--- config.mk ---
export PLATFORM = sky130hd
export DESIGN_NAME = pcso_setpoint_outputs
export DESIGN_NICKNAME = d
export VERILOG_FILES = /design/src/hdl/pcso_pkg.sv /design/src/hdl/pcso_sync_if.sv /design/src/hdl/pcso_setpoint_outputs.sv /design/src/hdl/pcso_enable_sync.sv
export VERILOG_INCLUDE_DIRS = /design/src /design/src/hdl
export SDC_FILE = /design/constraint.sdc
export NUM_CORES = 1
export LEC_CHECK = 0
export ABC_CLOCK_PERIOD_IN_PS = 2900
export BUFFER_PORTS_ARGS = -buffer_cell sky130_fd_sc_hd__buf_4
export CORE_AREA = 2 2 94 105
export DETAILED_ROUTE_END_ITERATION = 8
export DIE_AREA = 0 0 96 107
export PLACE_DENSITY = 0.75
export SLEW_MARGIN = 20
export SYNTH_ARGS = -nofsm -noshare
export SYNTH_HDL_FRONTEND = slang
export SYNTH_HIERARCHICAL = 1
export SYNTH_SLANG_ARGS = --single-unit
--- constraint.sdc ---
create_clock -name clk_i -period 2.9 [get_ports clk_i]
set_clock_uncertainty 0.1 [all_clocks]
set_input_delay 0.435 -clock clk_i [delete_from_list [all_inputs] [get_ports clk_i]]
set_output_delay 0.435 -clock clk_i [all_outputs]
set_load 0.05 [all_outputs]
--- src/hdl/pcso_defines.svh ---
// constants of the setpoint-compare and overflow block
// Summary of operation
// - set output and reached flag stay set through reversal; only enable low clears them.
// - count leaving signed 16-bit range sets overflow flag, diagnostic bit 3.
// - while overflowed no output newly switches on; active outputs stay on.
// - overflow neither switches active outputs off nor clears sync bit 0.
// - controller re-references after overflow; sync completion clears overflow flag.
// - setpoint written while its reached flag is clear takes effect at once.
// - setpoint written while its reached flag is set waits for enable rising edge.
// - diagnostic bit 1 shows setpoint 1 reached, bit 2 setpoint 2 reached.
// - enable falling edge switches both outputs off and clears both reached flags.
// - after accepting pending setpoints, output switches on again at the new setpoint.
// - input bytes: 0 unused, 1 diagnostic, 2-3 position; output bytes hold setpoints.
// - output sets only when synced, no overflow, enable high, count equals setpoint.
// - position is reported as signed two's-complement 16-bit.
`ifndef PCSO_DEFINES_SVH
`define PCSO_DEFINES_SVH
`define PCSO_IN_UNUSED     2'h0
`define PCSO_IN_DIAG       2'h1
`define PCSO_IN_POS_HI     2'h2
`define PCSO_IN_POS_LO     2'h3
`define PCSO_OUT_SP1_HI    2'h0
`define PCSO_OUT_SP1_LO    2'h1
`define PCSO_OUT_SP2_HI    2'h2
`define PCSO_OUT_SP2_LO    2'h3
`define PCSO_DIAG_SYNC     0
`define PCSO_DIAG_HIT1     1
`define PCSO_DIAG_HIT2     2
`define PCSO_DIAG_OVF      3
`define PCSO_SP_RESET      16'h0000
`define PCSO_POS_RESET     16'h0000
`endif

--- src/hdl/pcso_pkg.sv ---
// types of the setpoint-compare block
package pcso_pkg;
  typedef logic signed [15:0] pcso_word_t;
  typedef enum logic [1:0] {
    PCSO_DIR_HOLD,
    PCSO_DIR_UP,
    PCSO_DIR_DOWN
  } pcso_dir_e;
endpackage : pcso_pkg

--- src/hdl/pcso_sync_if.sv ---
// carrier between the pin synchroniser and the compare logic
`timescale 1ns/100ps
`default_nettype none
interface pcso_sync_if;
  logic enable_level;
  logic enable_rise;
  logic enable_fall;
  modport src (output enable_level, output enable_rise, output enable_fall);
  modport dst (input enable_level, input enable_rise, input enable_fall);
endinterface : pcso_sync_if
`default_nettype wire

--- src/hdl/pcso_setpoint_outputs.sv ---
// setpoint compare, overflow flag and process-image access of the position counter
`timescale 1ns/100ps
`default_nettype none
`include "pcso_defines.svh"
module pcso_setpoint_outputs (
  input  wire logic        clk_i,
  input  wire logic        rstn_i,
  input  wire logic        enable_pin_i,
  input  wire logic        count_up_i,
  input  wire logic        count_down_i,
  input  wire logic        sync_done_i,
  input  wire logic [1:0]  out_addr_i,
  input  wire logic [7:0]  out_data_i,
  input  wire logic        out_wr_i,
  input  wire logic [1:0]  in_addr_i,
  output logic      [7:0]  in_data_o,
  output logic             first_output_o,
  output logic             second_output_o
);

  // ***************************************************************
  // enable pin
  // ***************************************************************
  pcso_sync_if en_if ();

  pcso_enable_sync u_sync (
    .clk_i        (clk_i),
    .rstn_i       (rstn_i),
    .enable_pin_i (enable_pin_i),
    .sync         (en_if)
  );

  // ***************************************************************
  // decoding helpers
  // ***************************************************************
  function automatic logic [7:0] pcso_byte_sel(input logic [15:0] w, input logic hi);
    pcso_byte_sel = hi ? w[15:8] : w[7:0];
  endfunction : pcso_byte_sel

  function automatic logic pcso_hit_ok(
    input logic synced, input logic ovf, input logic en,
    input logic [15:0] pos, input logic [15:0] sp);
    pcso_hit_ok = synced & ~ovf & en & (pos == sp);
  endfunction : pcso_hit_ok

  // ***************************************************************
  // counter state
  // ***************************************************************
  pcso_pkg::pcso_word_t position;
  pcso_pkg::pcso_word_t next_position;
  logic                 synced;
  logic                 next_synced;
  logic                 overflow;
  logic                 next_overflow;
  pcso_pkg::pcso_dir_e  dir;

  always_comb begin
    dir = pcso_pkg::PCSO_DIR_HOLD;
    if (count_up_i && !count_down_i) begin
      dir = pcso_pkg::PCSO_DIR_UP;
    end else if (count_down_i && !count_up_i) begin
      dir = pcso_pkg::PCSO_DIR_DOWN;
    end
  end

  always_comb begin
    next_position = position;
    next_synced   = synced;
    next_overflow = overflow;
    if (sync_done_i) begin
      next_position = `PCSO_POS_RESET;
      next_synced   = 1'b1;
      next_overflow = 1'b0;
    end else begin
      case (dir)
        pcso_pkg::PCSO_DIR_UP: begin
          next_position = position + 16'sh0001;
          if (position == 16'sh7FFF) begin
            next_overflow = 1'b1;
          end
        end
        pcso_pkg::PCSO_DIR_DOWN: begin
          next_position = position - 16'sh0001;
          if (position == 16'sh8000) begin
            next_overflow = 1'b1;
          end
        end
        default: begin
          next_position = position;
        end
      endcase
    end
  end

  always_ff @(posedge clk_i or negedge rstn_i) begin
    if (!rstn_i) begin
      position <= `PCSO_POS_RESET;
      synced   <= 1'b0;
      overflow <= 1'b0;
    end else begin
      position <= next_position;
      synced   <= next_synced;
      overflow <= next_overflow;
    end
  end

  // ***************************************************************
  // setpoints and switched outputs
  // ***************************************************************
  logic [1:0][15:0] sp_active;
  logic [1:0][15:0] next_sp_active;
  logic [1:0][15:0] sp_written;
  logic [1:0][15:0] next_sp_written;
  logic [1:0]       pending;
  logic [1:0]       next_pending;
  logic [1:0]       hit;
  logic [1:0]       next_hit;

  genvar g;
  generate
    for (g = 0; g < 2; g++) begin : g_sp
      logic wr_hi;
      logic wr_lo;
      logic wr_done;
      logic [15:0] wval;
      assign wr_hi   = out_wr_i && (out_addr_i == 2'(2 * g));
      assign wr_lo   = out_wr_i && (out_addr_i == 2'(2 * g + 1));
      assign wr_done = wr_lo;
      assign wval    = wr_hi ? {out_data_i, sp_written[g][7:0]}
                     : wr_lo ? {sp_written[g][15:8], out_data_i}
                     : sp_written[g];

      always_comb begin
        next_sp_written[g] = wval;
        next_sp_active[g]  = sp_active[g];
        next_pending[g]    = pending[g];
        next_hit[g]        = hit[g];
        if (wr_hi || wr_done) begin
          if (!hit[g]) begin
            next_sp_active[g] = wval;
            next_pending[g]   = 1'b0;
          end else begin
            next_pending[g]   = 1'b1;
          end
        end
        if (en_if.enable_rise && pending[g]) begin
          next_sp_active[g] = sp_written[g];
          next_pending[g]   = 1'b0;
        end
        if (en_if.enable_fall) begin
          next_hit[g] = 1'b0;
        end else if (pcso_hit_ok(synced, overflow, en_if.enable_level,
                                 position, sp_active[g])) begin
          next_hit[g] = 1'b1;
        end
      end

      always_ff @(posedge clk_i or negedge rstn_i) begin
        if (!rstn_i) begin
          sp_active[g]  <= `PCSO_SP_RESET;
          sp_written[g] <= `PCSO_SP_RESET;
          pending[g]    <= 1'b0;
          hit[g]        <= 1'b0;
        end else begin
          sp_active[g]  <= next_sp_active[g];
          sp_written[g] <= next_sp_written[g];
          pending[g]    <= next_pending[g];
          hit[g]        <= next_hit[g];
        end
      end
    end
  endgenerate

  // ***************************************************************
  // input image and pins
  // ***************************************************************
  logic [7:0] diag;
  logic [7:0] next_in_data;

  always_comb begin
    diag = 8'h00;
    diag[`PCSO_DIAG_SYNC] = synced;
    diag[`PCSO_DIAG_HIT1] = hit[0];
    diag[`PCSO_DIAG_HIT2] = hit[1];
    diag[`PCSO_DIAG_OVF]  = overflow;
    case (in_addr_i)
      `PCSO_IN_DIAG:   next_in_data = diag;
      `PCSO_IN_POS_HI: next_in_data = pcso_byte_sel(position, 1'b1);
      `PCSO_IN_POS_LO: next_in_data = pcso_byte_sel(position, 1'b0);
      default:         next_in_data = 8'h00;
    endcase
  end

  always_ff @(posedge clk_i or negedge rstn_i) begin
    if (!rstn_i) begin
      in_data_o       <= 8'h00;
      first_output_o  <= 1'b0;
      second_output_o <= 1'b0;
    end else begin
      in_data_o       <= next_in_data;
      first_output_o  <= next_hit[0];
      second_output_o <= next_hit[1];
    end
  end

endmodule : pcso_setpoint_outputs
`default_nettype wire

--- src/hdl/pcso_enable_sync.sv ---
// three-stage synchroniser and edge detector for the enable pin
`timescale 1ns/100ps
`default_nettype none
module pcso_enable_sync (
  input  wire logic  clk_i,
  input  wire logic  rstn_i,
  input  wire logic  enable_pin_i,
  pcso_sync_if.src   sync
);
  logic [2:0] stage;
  logic [2:0] next_stage;
  logic       level;
  logic       next_level;

  always_comb begin
    next_stage = {stage[1:0], enable_pin_i};
    next_level = level;
    if (stage[1] == stage[2]) begin
      next_level = stage[2];
    end
  end

  always_ff @(posedge clk_i or negedge rstn_i) begin
    if (!rstn_i) begin
      stage <= 3'h0;
      level <= 1'b0;
    end else begin
      stage <= next_stage;
      level <= next_level;
    end
  end

  assign sync.enable_level = level;
  assign sync.enable_rise  = next_level & ~level;
  assign sync.enable_fall  = ~next_level & level;
endmodule : pcso_enable_sync
`default_nettype wire

==> flow_summary.yaml, run 1 <==
outcome:
  outcome: "finished, final reports clean"
floorplan:
  start_util_pct: 56.6
  dieArea_mm2: 0.0103
  pin_count: 29
  die_h_um: 107
  coreArea_mm2: 0.00921
  fp.dieW_um: 96
  rows: 37
place:
  place_ws_ns: 0.251
  dpl.hpwl_um: 8820
  gp_congestion: 0.945
  postPlaceCellArea_mm2: 0.00554
  portBuffers: 28
power_and_ir_drop:
  p_leak_nw: 2.49
  peakVddDrop_mv: 0.475
  power_density_mw_per_mm2: 646
  p_total_mw: 3.70
synth:
  syn_area_per_cell_um2: 10.4
  synth-edff-count: 0
  synth_fp_nets: 523
  yosysSeqAreaShare_pct: 47.0
  synthArstFlopShare_pct: 100
  syn_inst: 501
  yosys-top-cells-area: "dfrtp_1 (47%), mux2_2 (8.0%), mux2i_1 (7.7%), xnor2_1 (5.4%), o21ai_0 (3.6%)"
  ys.warnings.count: 6
  yosysTopAreaCell: "dfrtp_1"
  ys.flop_type: "dfrtp_1"
  synth.distinct_cells: 52
  synth_top_area_share_pct: 47.0
  synth_most_common_cell: "dfrtp_1"
  ys_seq_elements: 98
  synth_common_cells: "dfrtp_1 (98), nand2_1 (49), mux2i_1 (40)"
  netlist_area_mm2: 0.00521
sta:
  fmax_mhz: 399
  worstMarginPinSlew_ns: 0.714
  drv_slew: 0
  setup_viol: 0
  hold_viol: 0
  fin_crit_ns: 2.51
  fin_ws_ns: 0.392
  slew_headroom_pct: 52.4
  period_share_pct: 86.5
  tns_ns: 0
  rsz0062_at_grt: "no"
routing:
  num_vias: 3994
  antenna_left: 0
  drc_errors: 0
  drt-initial-drc-count: 363
  wirelength_um: 12900
  firstDrtPassIters: 5
  wl_per_cell_um: 20.0
  viasPerCell: 6.19
setup_path:
  cp-startpoint: "position[7]"
  cp.arrival_ns: 2.65
  critPathSlowestCell: "dfrtp_1"
  crit_end: "position[15]"
  path_common_cell: "or3_4"
  cp-start-kind: "flop"
  crit_fanout: 9
  path_cells: "or3_4 > or3_4 > a221oi_4 > a21oi_1 > nor4_1 > o2111ai_1"
  r2r_slack_ns: 0.39
  crit_type: "flop to flop"
  r2r.worst_path.cells: 6
  critPathRequiredTime_ns: 3.04
  critPathMaxStageDelay_ns: 0.51
  cp-end-kind: "flop"
  timing.rr.start: "position[7]"
  timing.rr.end: "position[15]"
final_layout:
  area_growth_pct: 9.86
  layout.nets: 545
  diodes: 0
  layout-drive-gt1-share_pct: 21.8
  fillers: 736
  final_area_mm2: 0.00573
clock_tree:
  postCtsSetupRepairBufs: 0
  clock_latency_ns: 0.39
  cts.sinks: 98
  cts_tree: "built"
  cts.reportedPaths.clkPinSlew_ns: 0.10
  cts_resized: 0
  cts_buffers: 9
  cts-htree-levels: 3
  hold_buffers: 0
  cts.path.max_buffers: 2
  root_buffer: "clkbuf_8"
global_routing:
  grt_max_degree: 55
  track_usage_pct: 27.3
  grt_overflow: 0
  antenna_found_initial: 0
  grt_pass1_vias: 4065
  grt_pass1_wl_um: 21200
hold_path:
  holdCritPathClass: "input pin to asynchronous set/reset pin"
flow_run:
  max_cap_viol_count: 0
## layer usage
| layer | vias to the layer above | global-route usage, % | part of all wire, % |
|---|---|---|---|
| met5 | - | 0 | 0 |
| met3 | 33 | 4.85 | 6.1 |
| met1 | 1992 | 36.1 | 43 |
| met4 | 0 | 12.4 | 3.0 |
| li1 | 1804 | - | - |
| met2 | 165 | 43.7 | 48 |
## where the power goes
part / total (mW) / internal (mW) / switching (mW)
clock network: 0.871 / 0.334 / 0.538
logic: 0.936 / 0.463 / 0.473
registers: 1.89 / 1.63 / 0.260
## worst min-delay path by stage
stage,to,depth (start not counted)
after floorplan,first_output_o,0
after global placement,u_sync/stage[1],0
after detailed placement,u_sync/stage[1],0
after CTS,position[11],1
after global routing,u_sync/stage[0],1
final,position[1],1
## critical path: cells and delay by family, from the launching register on
family,cells,cell delay (ns)
compound gates,3,0.61
simple gates,3,1.14
flops,1,0.51
## metrics by stage
stage	util, %	std cells	hold WS, ns
after CTS	62.2	645	0.0326
final	62.2	645	0.00718
after detailed placement	60.1	629	0.257
after global placement	60.1	629	0.234
after floorplan	-	501	0.0394
after global routing	62.2	645	0.0545
## area by class of cell
type	instances	area [µm²]	area share, %
inverters	1	3.75	0.0655
flip-flops and latches	98	2450	42.8
clock inverters	6	61.3	1.07
repair buffers	49	380	6.64
multi-input cells	364	2560	44.6
well taps	117	146	2.56
clock buffers	10	128	2.23
## flip-flops by register name (all words and copies together), names as in the netlist, 2 cells and up
register      count
pending           2
sp_written       32
position         16
sp_active        32
in_data_o         8
u_sync/stage      3
## cells in the final DEF (no fill, tap or decap), types with 10 or more instances in the layout
cell,count
nand2_1,49
nor3_1,14
dfrtp_1,98
xnor2_1,32
nor2b_1,10
nor2_1,27
mux2i_1,40
o21ai_0,38
a21oi_1,19
xor2_1,11
nand4_1,10
buf_4,48
mux2_2,37
## cells by family after synthesis
group                      Yosys count  synth area share [%]
buffers and inverters               39                  3.98
xor gates and xnor gates            43                  7.22
AOI/OAI and AO/OA                   80                  9.50
and+or+nand+nor                    160                  15.6
adders and majority gates            4                 0.936
muxes                               77                  15.7
DFF                                 98                  47.0
Note: power is estimated with default switching activity, not from simulation.
==> inputs of run 2 (changes only) <==
==> constraint.sdc (replaced) <==
create_clock -name clk_i -period 2.9 [get_ports clk_i]
set_clock_uncertainty 0.1 [all_clocks]
set_input_delay 0.145 -clock clk_i [delete_from_list [all_inputs] [get_ports clk_i]]
set_output_delay 0.145 -clock clk_i [all_outputs]
set_load 0.05 [all_outputs]
==> flow_summary.yaml, run 2 (synthesis gave the netlist of run 1 again) <==
outcome:
  outcome: "finished, final reports clean"
power_and_ir_drop:
  peakVddDrop_mv: 0.448
  power_density_mw_per_mm2: 637
  p_leak_nw: 2.53
place:
  portBuffers: 28
  dpl.hpwl_um: 8930
  dp_cells: 626
  postPlaceCellArea_mm2: 0.00552
  place_ws_ns: 0.423
  gp_congestion: 0.948
sta:
  hold_viol: 0
  rsz0062_at_grt: "no"
  fmax_mhz: 383
  slew_headroom_pct: 43.8
  worstMarginPinSlew_ns: 0.843
  fin_ws_ns: 0.286
  setup_viol: 0
  drv_slew: 0
  tns_ns: 0
  whs_ns: 0.0179
  period_share_pct: 90.1
  fin_crit_ns: 2.61
clock_tree:
  cts.reportedPaths.clkPinSlew_ns: 0.09
  clock_latency_ns: 0.38
  cts_tree: "built"
  cts.path.max_buffers: 2
  cts.sinks: 98
  cts-htree-levels: 3
  postCtsSetupRepairBufs: 0
  cts_buffers: 9
  root_buffer: "clkbuf_8"
global_routing:
  grt_pass1_wl_um: 21200
  grt_pass1_vias: 3959
  antenna_found_initial: 0
  grt_overflow: 0
  track_usage_pct: 27.3
  grt_max_degree: 65
routing:
  drc_errors: 0
  viasPerCell: 5.97
  firstDrtPassIters: 5
  num_vias: 3916
  wirelength_um: 13000
  wl_per_cell_um: 19.8
  antenna_left: 0
  drt-initial-drc-count: 243
setup_path:
  critPathSlowestCell: "dlygate4sd3_1"
  path_common_cell: "or3_1"
  critPathTopFamily: "simple AND/OR/NAND/NOR gates"
  crit_fanout: 10
  crit_type: "input pin to flop"
  critPathRequiredTime_ns: 3.11
  cp-start-kind: "input pin"
  crit_buf_inv: 2
  critPathMaxStageDelay_ns: 0.54
  path_cells: "dlygate4sd3_1 > buf_4 > nand2b_1 > xnor2_1 > ha_2 > or3_1 > o21ai_0 > or3_1 > a2111oi_1 > nand3b_1"
  cp.arrival_ns: 2.82
  cp-end-kind: "flop"
floorplan:
  die_h_um: 107
  start_util_pct: 56.6
  fp.dieW_um: 96
  dieArea_mm2: 0.0103
  rows: 37
  coreArea_mm2: 0.00921
  pin_count: 29
final_layout:
  final_area_mm2: 0.00586
  layout-drive-gt1-share_pct: 21.2
  top_regs: "sp_active x32, sp_written x32, position x16"
  diodes: 0
  final_cells: 656
  final_cell_mix: "dfrtp_1 (98), nand2_1 (49), buf_4 (45), mux2i_1 (40), o21ai_0 (38)"
  layout_commonest_cell: "dfrtp_1"
  area_growth_pct: 12.3
  layout.nets: 556
flow_run:
  max_cap_viol_count: 0
hold_path:
  holdCritPathClass: "input pin to flop"
run 2: layout make-up:
cell class / count / area [µm²]
Sequential cell: 98 / 2450
Multi-Input combinational cell: 364 / 2560
Inverter: 1 / 3.75
Timing Repair Buffer: 60 / 498
Clock inverter: 5 / 45.0
Tap cell: 117 / 146
Fill cell: 716 / 3360
Clock buffer: 11 / 151
run 2: metrics by stage:
stage / total power [mW] / utilization [%]
final: 3.73 / 63.6
after global routing: 3.93 / 63.6
after CTS: 3.74 / 63.5
after detailed placement: 2.85 / 59.9
after global placement: 2.79 / 59.9
after floorplan: 2.54 / -
run 2: path summary, 6_finish.rpt:
kind | start | to | slack, ns | cells past startpoint
setup / recovery | count_up_i | position[14] | 0.29 | 10
hold / removal | out_addr_i[1] | pending[1] | 0.02 | 3
setup reg to reg | position[7] | position[15] | 0.35 | 6
hold reg to reg | u_sync/stage[0] | u_sync/stage[1] | 0.27 | 0
max in group asynchronous | rstn_i | sp_written[13] | 1.69 | 3
min in group asynchronous | rstn_i | position[11] | 0.32 | 2
run 2: report_power, final:
part | internal, mW | switching [mW] | leakage [nW]
sequential | 1.63 | 0.273 | 1.21
combinational | 0.470 | 0.469 | 1.22
clock | 0.372 | 0.515 | 0.0981
total | 2.47 | 1.26 | 2.53
run 2: layer usage:
| layer | GRT usage, % | up-vias | routed length, µm |
|---|---|---|---|
| li1 | - | 1829 | - |
| met1 | 37.4 | 1934 | 5560 |
| met4 | 9.80 | 0 | 267 |
| met2 | 43.5 | 130 | 6450 |
| met3 | 4.71 | 23 | 720 |
| met5 | 0 | - | 0 |
run 2: worst register-to-register path: cells and delay by family, from the launching register on:
family / cells / cell delay (ns)
flops: 1 / 0.58
compound gates: 3 / 0.62
simple gates: 3 / 1.12
run 2: timing repair:
item                                   CTS  global route
gates resized for setup                  0             2
setup endpoints to repair                0             1
hold buffers                            14             0
endpoints found under the hold margin  103             0
==> inputs of run 3 (changes only) <==
--- a/config.mk
+++ b/config.mk
@@ -8,10 +8,9 @@
 export LEC_CHECK = 0
 export ABC_CLOCK_PERIOD_IN_PS = 2900
 export BUFFER_PORTS_ARGS = -buffer_cell sky130_fd_sc_hd__buf_4
-export CORE_AREA = 2 2 94 105
+export CORE_AREA = 2 2 111 124
 export DETAILED_ROUTE_END_ITERATION = 8
-export DIE_AREA = 0 0 96 107
-export PLACE_DENSITY = 0.75
+export DIE_AREA = 0 0 113 126
 export SLEW_MARGIN = 20
 export SYNTH_ARGS = -nofsm -noshare
 export SYNTH_HDL_FRONTEND = slang
==> flow_summary.yaml, run 3 (synthesis gave the netlist of run 1 again) <==
floorplan:
  coreArea_mm2: 0.0130
  fp.dieW_um: 113
  start_util_pct: 40.1
  pin_count: 29
  rows: 44
  die_h_um: 126
  dieArea_mm2: 0.0142
routing:
  antenna_left: 0
  wirelength_um: 13300
  viasPerCell: 5.58
  num_vias: 3859
  drt-initial-drc-count: 228
  drc_errors: 2
  wl_per_cell_um: 19.2
  firstDrtPassIters: 7
global_routing:
  antenna_found_initial: 0
  grt_pass1_vias: 4048
  grt_max_degree: 43
  grt_overflow: 0
  grt_pass1_wl_um: 21700
  track_usage_pct: 19.4
clock_tree:
  cts.path.max_buffers: 2
  clock_latency_ns: 0.34
  root_buffer: "clkbuf_16"
  cts_resized: 0
  cts-htree-levels: 3
  cts_tree: "built"
  cts_buffers: 9
  cts.reportedPaths.clkPinSlew_ns: 0.06
  cts.sinks: 98
final_layout:
  fillers: 1236
  layout.nets: 550
  regArea_mm2: 0.00245
  final_cell_mix: "dfrtp_1 (98), nand2_1 (49), buf_4 (47), mux2i_1 (40), o21ai_0 (38)"
  multiInputGateArea_mm2: 0.00256
  layout-drive-gt1-share_pct: 21.1
  top_regs: "sp_active x32, sp_written x32, position x16"
  final_area_mm2: 0.00591
  layout_commonest_cell: "dfrtp_1"
  area_growth_pct: 13.4
  diodes: 0
setup_path:
  path_common_cell: "or3_1"
  cp-end-kind: "flop"
  path_cells: "dlygate4sd3_1 > buf_4 > nand2b_1 > xnor2_1 > ha_1 > or3_1 > o21ai_0 > or3_1 > a2111oi_0 > nand3b_1"
  critPathRequiredTime_ns: 3.08
  critPathSlowestCell: "dlygate4sd3_1"
  cp.arrival_ns: 2.84
  cp-start-kind: "input pin"
  crit_type: "input pin to flop"
  critPathMaxStageDelay_ns: 0.54
  timing.rr.start: "position[9]"
  cp-startpoint: "count_up_i"
  crit_fanout: 8
sta:
  hold_viol: 0
  setup_viol: 0
  tns_ns: 0
  drv_slew: 0
  worstMarginPinSlew_ns: 0.623
  rsz0062_at_grt: "no"
  fmax_mhz: 375
  whs_ns: 0.00938
  fin_crit_ns: 2.67
  slew_headroom_pct: 58.3
  period_share_pct: 91.9
hold_path:
  holdCritPathClass: "input pin to flop"
  worstHoldStart: "out_data_i[0]"
outcome:
  violations: "DRC"
  outcome: "complete, but fails checks"
place:
  dpl.hpwl_um: 9230
  portBuffers: 28
  gp_congestion: 0.892
  postPlaceCellArea_mm2: 0.00557
power_and_ir_drop:
  peakVddDrop_mv: 0.405
  power_density_mw_per_mm2: 671
  p_leak_nw: 2.54
flow_run:
  max_cap_viol_count: 0
## run 3: cell count changes in the layout (fill, tap and decap cells not counted), sizes merged
cell	delta
dlygate4sd3	-7
buf	+1
inv	-1
clkinv	-1
## run 3: report_power, final
group	switching [mW]	internal [mW]	leakage, nW
clock	0.506	0.624	0.134
sequential	0.267	1.63	1.21
combinational	0.475	0.463	1.20
## run 3: cell type report
class	count	share of cell area, %
clock buffers	11	4.27
multi-input cells	364	43.2
inverters	1	0.0635
repair buffers	54	7.15
clock inverters	3	0.423
flip-flops and latches	98	41.5
well taps	161	3.41
## run 3: worst max-delay path: cells and delay by family
family	cells	cell delay, ns
simple gates	4	0.95
buf+inv	2	0.68
compound gates	2	0.52
fa+ha+maj	1	0.33
xor+xnor	1	0.21
## run 3: layer usage
layer	global-route usage, %	up-vias	part of all wire (%)
li1	-	1818	-
met1	26.8	1927	46
met2	30.7	87	48
met3	4.38	27	4.0
met4	5.60	0	1.9
met5	0	-	0
## run 3: repair_timing
action | 4_1_cts | 5_1_grt
buffers inserted | 0 | 0
hold endpoints to repair | 45 | 0
endpoints found under the setup margin | 0 | 0
hold buffers | 7 | 0
## run 3: stage by stage
step / total power, mW / util [%] / cells / setup slack, ns
finish: 3.97 / 45.5 / 692 / 0.234
global route: 4.19 / 45.5 / 692 / 0.0654
CTS: 3.99 / 45.5 / 692 / 0.284
detailed placement: 2.85 / 42.8 / 671 / 0.473
global placement: 2.81 / 42.8 / 671 / 0.573
floorplan: 2.54 / - / 501 / 0.583
## run 3: worst paths after layout
check	to	slack (ns)	cells after the start
max in group asynchronous	sp_active[20]	1.59	3
min	sp_written[0]	0.009	2
min reg2reg	u_sync/stage[1]	0.25	0
max reg2reg	position[15]	0.46	6
min in group asynchronous	position[11]	0.25	2
max	position[14]	0.23	10
